<file path="src/pkg/sdpr_pkg.sv">
// Purpose: Constants for the SDRAM precharge and refresh timing block
// Assumes: Single clock at 125 MHz, four banks, DDR command/address bus
// Notes:   Timing figures in ps, cycle counts derived from the clock period
package sdpr_pkg;
    localparam int CLK_PERIOD_PS = 8000;
    localparam int NUM_BANKS     = 4;
    localparam int BANK_W        = 2;
    localparam int CA_W          = 10;
    localparam int CNT_W         = 12;

    // Write latency in clocks, burst length and prefetch in words
    localparam int WL_CLK = 1;
    localparam int BL     = 4;
    localparam int PREFETCH = 4;

    // Analog times in ps, as printed in ns times 1000
    localparam int T_WR_PS     = 15000;
    localparam int T_RTP_PS    = 7500;
    localparam int T_RP_PS     = 18000;
    localparam int T_RFCAB_PS  = 130000;

    // Least times round up
    localparam int T_WR_CLK    = (T_WR_PS + CLK_PERIOD_PS - 1) / CLK_PERIOD_PS;
    localparam int T_RTP_CLK   = (T_RTP_PS + CLK_PERIOD_PS - 1) / CLK_PERIOD_PS;
    localparam int T_RP_CLK    = (T_RP_PS + CLK_PERIOD_PS - 1) / CLK_PERIOD_PS;
    localparam int T_RFCAB_CLK = (T_RFCAB_PS + CLK_PERIOD_PS - 1) / CLK_PERIOD_PS;

    // Command decode bit positions, CA_AP on the falling-edge word, the rest on the rising-edge word
    localparam int CA_CMD0 = 0;
    localparam int CA_CMD1 = 1;
    localparam int CA_CMD2 = 2;
    localparam int CA_CMD3 = 3;
    localparam int CA_AB   = 4;
    localparam int CA_BA0  = 7;
    localparam int CA_BA1  = 8;
    localparam int CA_AP   = 0;
    localparam int CA_WR   = 2;

    typedef enum logic [1:0] {
        SDPR_BANK_IDLE,
        SDPR_BANK_ACTIVE,
        SDPR_BANK_PRECHARGING
    } sdpr_bank_state_t;
endpackage

</file>
<file path="src/logic/sdpr_timing.sv">
// Purpose: Device-side command decode, auto-precharge and refresh timing
// Assumes: Command pins already aligned to i_clk_sys, ca_r rising, ca_f falling
// Notes:   Bank state and timers in flip-flops, no registers for software
// Behaviour
// [RULE1] Controller waits write recovery after last write data before precharge.
// [RULE2] Write to precharge spacing at least WL + BL/2 + 1 + tWR clocks.
// [RULE3] Array write starts on a four-word prefetch boundary, recovery follows it.
// [RULE4] AP bit on falling-edge CA0 selects auto-precharge for read and write.
// [RULE5] Read auto-precharge starts max(BL/2, BL/2 - 2 + tRTP) after command.
// [RULE6] Write auto-precharge starts tWR cycles after the burst write completes.
// [RULE7] Activate after auto-precharge waits tRP and tRC.
// [RULE8] Read to precharge waits BL/2 + max(2, tRTP) - 2 clocks.
// [RULE9] Read burst terminate to precharge at least one clock.
// [RULE10] Read AP to activate waits read-precharge delay plus tRPpb.
// [RULE11] After read AP no write same bank; other bank needs long gap.
// [RULE12] After read AP no read same bank; other bank after BL/2.
// [RULE13] Write burst terminate to precharge waits WL + tWR + 1.
// [RULE14] Write AP to activate waits write-precharge delay plus tRPpb.
// [RULE15] After write AP no access same bank; other banks have gaps.
// [RULE16] Any two precharges at least one clock apart.
// [RULE17] Precharge period runs tRP from the latest precharge to the bank.
// [RULE18] Commands inside minimum delay windows are illegal.
// [RULE19] Auto-precharge reads and writes are never interrupted or truncated.
// [RULE20] Refresh decodes as CS_n low, CA0 low, CA1 low, CA2 high; CA3 low per-bank.
// [RULE21] All-bank refresh needs idle banks, zeroes bank counter, leaves banks idle.
// [RULE22] All-bank refresh spacing tRFCab and tRP; tRFCab before activate.
// [RULE23] Precharge decode CS_n low, 1,1,0,1; CA4 all banks else BA bits.
// [RULE24] Truncated burst length is twice clocks from command to terminate.
// [RULE25] CA3 high on refresh selects all-bank refresh.
`timescale 1ns/1ps
`default_nettype none
module sdpr_timing (
    input  wire logic                         i_clk_sys,
    input  wire logic                         i_rst_n,
    input  wire logic                         i_ce,
    input  wire logic                         i_cs_n,
    input  wire logic [sdpr_pkg::CA_W-1:0]    i_ca_r,
    input  wire logic [sdpr_pkg::CA_W-1:0]    i_ca_f,
    output logic      [sdpr_pkg::NUM_BANKS-1:0] o_bank_open,
    output logic      [sdpr_pkg::NUM_BANKS-1:0] o_bank_precharging,
    output logic                              o_refresh_busy,
    output logic      [sdpr_pkg::BANK_W-1:0]  o_bank_count,
    output logic                              o_cmd_illegal
);
    localparam logic [sdpr_pkg::CNT_W-1:0] RD_AP_DLY =
        sdpr_pkg::CNT_W'((sdpr_pkg::BL/2 > sdpr_pkg::BL/2 - 2 + sdpr_pkg::T_RTP_CLK)
        ? sdpr_pkg::BL/2 : sdpr_pkg::BL/2 - 2 + sdpr_pkg::T_RTP_CLK);
    localparam logic [sdpr_pkg::CNT_W-1:0] TRP_CNT = sdpr_pkg::CNT_W'(sdpr_pkg::T_RP_CLK);
    localparam logic [sdpr_pkg::CNT_W-1:0] TRFC_CNT =
        sdpr_pkg::CNT_W'(sdpr_pkg::T_RFCAB_CLK);

    // [RULE24] Burst length argument
    // Write AP delay, burst end rounded up to a prefetch group, then tWR
    function automatic logic [sdpr_pkg::CNT_W-1:0] wr_ap_delay(input int bl);
        int words;
        words = ((bl + sdpr_pkg::PREFETCH - 1) / sdpr_pkg::PREFETCH) * sdpr_pkg::PREFETCH;
        return sdpr_pkg::CNT_W'(sdpr_pkg::WL_CLK + words / 2 + 1 + sdpr_pkg::T_WR_CLK);
    endfunction

    function automatic logic is_cmd(input logic [3:0] pat, input logic [3:0] cmd);
        return pat == cmd;
    endfunction

    sdpr_pkg::sdpr_bank_state_t             state_reg [sdpr_pkg::NUM_BANKS];
    sdpr_pkg::sdpr_bank_state_t             state_next[sdpr_pkg::NUM_BANKS];
    logic [sdpr_pkg::CNT_W-1:0]             tmr_reg [sdpr_pkg::NUM_BANKS];
    logic [sdpr_pkg::CNT_W-1:0]             tmr_next[sdpr_pkg::NUM_BANKS];
    logic [sdpr_pkg::NUM_BANKS-1:0]         ap_pend_reg;
    logic [sdpr_pkg::NUM_BANKS-1:0]         ap_pend_next;
    logic [sdpr_pkg::CNT_W-1:0]             rfc_reg;
    logic [sdpr_pkg::CNT_W-1:0]             rfc_next;
    logic [sdpr_pkg::BANK_W-1:0]            bcnt_reg;
    logic [sdpr_pkg::BANK_W-1:0]            bcnt_next;
    logic                                   ill_reg;
    logic                                   ill_next;
    logic                                   pre_last_reg;
    logic                                   pre_last_next;

    logic [3:0]                  pat;
    logic [sdpr_pkg::BANK_W-1:0] ba;
    logic                        c_pre;
    logic                        c_ref;
    logic                        c_act;
    logic                        c_rw;
    logic                        c_bst;
    logic                        all_idle;

    always_comb begin
        pat = {i_ca_r[sdpr_pkg::CA_CMD3], i_ca_r[sdpr_pkg::CA_CMD2],
               i_ca_r[sdpr_pkg::CA_CMD1], i_ca_r[sdpr_pkg::CA_CMD0]};
        ba  = {i_ca_r[sdpr_pkg::CA_BA1], i_ca_r[sdpr_pkg::CA_BA0]};
        // [RULE23] Precharge decode
        c_pre = !i_cs_n && is_cmd(pat, 4'hB);
        c_bst = !i_cs_n && is_cmd(pat, 4'h3);
        // [RULE20] Refresh decode
        c_ref = !i_cs_n && !pat[0] && !pat[1] && pat[2];
        c_act = !i_cs_n && !pat[0] && pat[1];
        c_rw  = !i_cs_n && pat[0] && !pat[1];
    end

    always_comb begin
        all_idle = 1'b1;
        for (int b = 0; b < sdpr_pkg::NUM_BANKS; b++) begin
            if (state_reg[b] != sdpr_pkg::SDPR_BANK_IDLE) begin
                all_idle = 1'b0;
            end
        end
    end

    always_comb begin
        rfc_next      = (rfc_reg != '0) ? rfc_reg - 1'b1 : rfc_reg;
        bcnt_next     = bcnt_reg;
        ill_next      = 1'b0;
        pre_last_next = c_pre;
        ap_pend_next  = ap_pend_reg;
        for (int b = 0; b < sdpr_pkg::NUM_BANKS; b++) begin
            state_next[b] = state_reg[b];
            tmr_next[b]   = (tmr_reg[b] != '0) ? tmr_reg[b] - 1'b1 : tmr_reg[b];
            // [RULE17] Precharge period ends after tRP
            if (state_reg[b] == sdpr_pkg::SDPR_BANK_PRECHARGING && tmr_reg[b] <= 1) begin
                state_next[b] = sdpr_pkg::SDPR_BANK_IDLE;
                tmr_next[b]   = '0;
            end
            // [RULE5] Auto-precharge start on timer expiry
            if (ap_pend_reg[b] && tmr_reg[b] <= 1) begin
                ap_pend_next[b] = 1'b0;
                state_next[b]   = sdpr_pkg::SDPR_BANK_PRECHARGING;
                tmr_next[b]     = TRP_CNT;
            end
        end
        if (i_ce) begin
            // [RULE16] Back-to-back precharge flagged
            if (c_pre && pre_last_reg) begin
                ill_next = 1'b1;
            end
            for (int b = 0; b < sdpr_pkg::NUM_BANKS; b++) begin
                // [RULE17] Latest precharge restarts tRP
                if (c_pre && (i_ca_r[sdpr_pkg::CA_AB] || ba == sdpr_pkg::BANK_W'(b))
                    && !ap_pend_reg[b] && state_reg[b] != sdpr_pkg::SDPR_BANK_IDLE) begin
                    state_next[b] = sdpr_pkg::SDPR_BANK_PRECHARGING;
                    tmr_next[b]   = TRP_CNT;
                end
            end
            if (c_act) begin
                // [RULE22] Activate inside tRFCab is illegal
                if (rfc_reg != '0 || state_reg[ba] != sdpr_pkg::SDPR_BANK_IDLE) begin
                    ill_next = 1'b1;
                end else begin
                    state_next[ba] = sdpr_pkg::SDPR_BANK_ACTIVE;
                end
            end
            if (c_rw) begin
                // [RULE15] Access to a bank with pending auto-precharge
                if (ap_pend_reg[ba] || state_reg[ba] != sdpr_pkg::SDPR_BANK_ACTIVE) begin
                    ill_next = 1'b1;
                // [RULE4] AP bit on falling edge
                end else if (i_ca_f[sdpr_pkg::CA_AP]) begin
                    ap_pend_next[ba] = 1'b1;
                    // [RULE6] Write recovery from prefetch-aligned burst end
                    // [RULE3] Prefetch group alignment
                    tmr_next[ba] = i_ca_r[sdpr_pkg::CA_WR] ? wr_ap_delay(sdpr_pkg::BL)
                                                           : RD_AP_DLY;
                end
            end
            // [RULE19] Terminate during an auto-precharge burst
            if (c_bst && ap_pend_reg != '0) begin
                ill_next = 1'b1;
            end
            // [RULE25] All-bank refresh on CA3 high
            if (c_ref && pat[3]) begin
                // [RULE21] Banks must be idle
                if (!all_idle || rfc_reg != '0) begin
                    ill_next = 1'b1;
                end else begin
                    bcnt_next = '0;
                    rfc_next  = TRFC_CNT;
                end
            // [RULE20] Per-bank refresh on CA3 low
            end else if (c_ref) begin
                // [RULE21] Shared counter advances
                bcnt_next = bcnt_reg + 1'h1;
            end

        end
    end

    always_ff @(posedge i_clk_sys or negedge i_rst_n) begin
        if (!i_rst_n) begin
            for (int b = 0; b < sdpr_pkg::NUM_BANKS; b++) begin
                state_reg[b] <= sdpr_pkg::SDPR_BANK_IDLE;
                tmr_reg[b]   <= '0;
            end
            ap_pend_reg  <= '0;
            rfc_reg      <= '0;
            bcnt_reg     <= '0;
            ill_reg      <= 1'b0;
            pre_last_reg <= 1'b0;
        end else if (i_ce) begin
            for (int b = 0; b < sdpr_pkg::NUM_BANKS; b++) begin
                state_reg[b] <= state_next[b];
                tmr_reg[b]   <= tmr_next[b];
            end
            ap_pend_reg  <= ap_pend_next;
            rfc_reg      <= rfc_next;
            bcnt_reg     <= bcnt_next;
            ill_reg      <= ill_next;
            pre_last_reg <= pre_last_next;
        end
    end

    always_comb begin
        for (int b = 0; b < sdpr_pkg::NUM_BANKS; b++) begin
            o_bank_open[b]        = state_reg[b] == sdpr_pkg::SDPR_BANK_ACTIVE;
            o_bank_precharging[b] = state_reg[b] == sdpr_pkg::SDPR_BANK_PRECHARGING;
        end
    end

    assign o_refresh_busy = rfc_reg != '0;
    assign o_bank_count   = bcnt_reg;
    assign o_cmd_illegal  = ill_reg;
endmodule
`default_nettype wire

</file>
<file path="config.mk">
export PLATFORM = sky130hd
export DESIGN_NAME = sdpr_timing
export DESIGN_NICKNAME = d
export VERILOG_FILES = /design/src/pkg/sdpr_pkg.sv /design/src/logic/sdpr_timing.sv
export SDC_FILE = /design/constraint.sdc
export NUM_CORES = 1
export LEC_CHECK = 0
export ABC_AREA = 1
export BUFFER_PORTS_ARGS = -buffer_cell sky130_fd_sc_hd__buf_4
export CAP_MARGIN = 25
export CORE_ASPECT_RATIO = 1.25
export CORE_MARGIN = 2
export CORE_UTILIZATION = 40
export CTS_CLUSTER_SIZE = 24
export DETAILED_ROUTE_END_ITERATION = 7
export PLACE_DENSITY = 0.67
export SLEW_MARGIN = 10
export SYNTH_ARGS = -nofsm -noshare
export SYNTH_HDL_FRONTEND = slang
export SYNTH_SLANG_ARGS = --single-unit
</file>
<file path="constraint.sdc">
create_clock -name i_clk_sys -period 2.3 [get_ports i_clk_sys]
set_clock_uncertainty 0.2 [all_clocks]
set_input_delay 0.575 -clock i_clk_sys [delete_from_list [all_inputs] [get_ports i_clk_sys]]
set_output_delay 0.575 -clock i_clk_sys [all_outputs]
set_load 0.1 [all_outputs]
</file>
==> impl_metrics.tcl <==
set metrics [dict create \
    status "finished clean" \
    ys_ff_latch 76 \
    ioPinCount 36 \
    wirelength_um 13500 \
    fmax_mhz 449 \
    dp_cells 1059 \
    synth_cell_type_count 38 \
    hold_depth 2 \
    grt_pass1_vias 5113 \
    holdPathEnd "pre_last_reg$_DFFE_PN0P_" \
    syn_inst 858 \
    row_count 48 \
    cpMaxStageDelayCell "dfrtp_1" \
    largest_reg_flops 48 \
    min_from "pre_last_reg$_DFFE_PN0P_" \
    fin_setup_tns_ps 0 \
    clk_pin_slew_ps 60 \
    place_hpwl_um 10000 \
    numPortBuffers 23 \
    netlist_top_cells_area "dfrtp_1 (34%), nand2_1 (18%), nand3_1 (9.4%)" \
    path_class "flop to output pin" \
    crit_chain "inv_2 -> ha_4 -> nand3_4 -> nor2_4 -> nand2_4 -> buf_12" \
    die_h_um 136 \
    synth_top_area_frac 0.343 \
    grt_setup_unrepaired "false" \
    area_growth_syn_to_layout_pct 16.0 \
    n_antenna_cell 0 \
    grt_antenna_before_repair 0 \
    yosysWarnings 0 \
    synth_area_leader_cell "dfrtp_1" \
    synthArstFlopShare 1.00 \
    dr_total_vias 5335 \
    first_pass_iters 6 \
    slew_headroom 0.651 \
    die_area_mm2 0.0148 \
    cellLeakagePower_uw 0.00348 \
    synthFlopType "dfrtp_1" \
    synthTopCellsByCount "nand2_1 (261), nor2_1 (124), inv_1 (108)" \
    drive_gt1_frac 0.138 \
    grt_pass1_wl_um 23200 \
    slowest_delay_ps 390 \
    reg2regPathDepth 11 \
    clock_path_buffers 2 \
    grt.overflow.total 0 \
    r2r-end "tmr_reg[27]$_DFFE_PN0P_" \
    grtUsageTotal 0.196 \
    slew_violations 0 \
    cts.sinks 76 \
    yosysSeqAreaShare 0.343 \
    setup_viol 0 \
    synth_area_per_cell_um2 6.46 \
    gp_congestion 0.916 \
    avgViaCountPerCell 4.94 \
    min_period_ps 2230 \
    grt_start_max_net_pins 34 \
    r2r_start "tmr_reg[24]$_DFFE_PN0P_" \
    clk-insertion-delay-late_ps 340 \
    dieWidth_um 109 \
    synth_nets 891 \
    cp.required_ps 1520 \
    synth-edff-count 0 \
    drc_errors 0 \
    hold_slack_ps 293 \
    power.density_mw_per_mm2 1170 \
    htreeDepth 3 \
    drt_iter0_drc 330 \
    fin_nets 934 \
    ir_worst_vdd_uv 778 \
    n_fill_cell 1440 \
    cts_inserted_buffers 9 \
    finalHoldViolCount 0 \
    core_mm2 0.0137 \
    crit_arrival_ps 1450 \
    cts_root_buffer "clkbuf_16" \
    syn-cell-area_mm2 0.00554 \
    floorplan.initialDensity 0.405 \
    final_cells 1081 \
    cp_max_fo 4 \
    post-route-period-util 0.968 \
    drv_cap 0 \
    synth.most_common_cell "nand2_1" \
    cts_tree "done" \
    cp-end-kind "output pin" \
    hp-class "flop to flop" \
    worst_pin_slew_ps 520 \
    path_buf_inv 2 \
    cp_top_family "flip-flops" \
    wl_per_cell_um 12.5 \
    ff2ff_setup_slack_ps 210 \
    setup.worst_path.start_class "flop" \
    ant_nets 0 \
]
[metal layers]
layer | share of wire | vias to the layer above | track usage
li1 | - | 2802 | -
met1 | 0.44 | 2443 | 0.237
met2 | 0.52 | 75 | 0.358
met3 | 0.028 | 15 | 0.0265
met4 | 0.013 | 0 | 0.0598
met5 | 0 | - | 0
[kinds of logic (layout without fill, tap and decap cells)]
logic type | after synthesis | after routing | share of synthesized area
fa+ha+maj | 9 | 9 | 0.0203
xor+xnor | 19 | 19 | 0.0300
simple gates | 564 | 565 | 0.456
buf+inv | 129 | 176 | 0.0905
flops | 76 | 76 | 0.343
compound gates | 61 | 61 | 0.0596
[layout by cell type, fill, tap and decap left out, types with 4 or more instances in the layout]
cell and n:
a21oi_1 13, buf_4 43, clkbuf_16 9, dfrtp_1 76, ha_1 8, inv_1 106
inv_2 7, nand2_1 257, nand2_2 10, nand2_4 4, nand3_1 103, nand3b_1 7
nand4_1 18, nor2_1 114, nor2_2 21, nor2_4 10, nor3_1 9, o21ai_0 27
o21ai_1 9, o22ai_1 6, or2_2 4, xor2_1 17
[power by group]
group | switching [uW] | total [uW] | internal, uW
sequential | 561 | 2410 | 1850
combinational | 2440 | 3820 | 1370
clock | 562 | 1320 | 762
total | 3570 | 7550 | 3980
[how the worst max path moves through the flow]
stage,start,to,slack (ps),cells past startpoint
finish,rfc_reg[0]$_DFFE_PN0P_,o_refresh_busy,70,6
global route,tmr_reg[37]$_DFFE_PN0P_,tmr_reg[45]$_DFFE_PN0P_,10,9
CTS,rfc_reg[5]$_DFFE_PN0P_,o_refresh_busy,20,5
detailed placement,tmr_reg[24]$_DFFE_PN0P_,tmr_reg[35]$_DFFE_PN0P_,170,11
global placement,rfc_reg[0]$_DFFE_PN0P_,o_refresh_busy,170,6
floorplan,rfc_reg[0]$_DFFE_PN0P_,rfc_reg[1]$_DFFE_PN0P_,60,8
[through the flow]
stage / cell area [um^2] / total power (uW) / setup WS [ps] / utilization
2_1_floorplan: 5560 / 5300 / 57.9 / -
3_3_place_gp: 6030 / 6050 / 174 / 0.440
3_5_place_dp: 6030 / 6120 / 172 / 0.440
4_1_cts: 6380 / 7550 / 15.9 / 0.466
5_1_grt: 6430 / 8310 / 14.3 / 0.469
6_report: 6430 / 7550 / 74.3 / 0.469
[final cells by class]
cell class	count	area [um^2]	share of cell area
clock inverters	5	37.5	0.00584
flip-flops and latches	76	1900	0.296
inverters	114	430	0.0670
well taps	175	219	0.0341
repair buffers	46	373	0.0580
multi-input cells	654	3220	0.502
clock buffers	11	243	0.0378
[worst min-delay path, stage by stage (launching register included)]
cell     delay, ps
dfrtp_1        340
nand2_1         50
o21ai_0         60
[what timing repair did]
item | 4_1_cts | 5_1_grt
hold buffers | 1 | 0
cloned | 0 | 1
gates resized for setup | 8 | 11
setup buffers | 2 | 2
pin swaps | 2 | 2
endpoints found under the hold margin | 27 | 0
endpoints found under the setup margin | 1 | 12
Note: power is estimated with default switching activity, not from simulation.
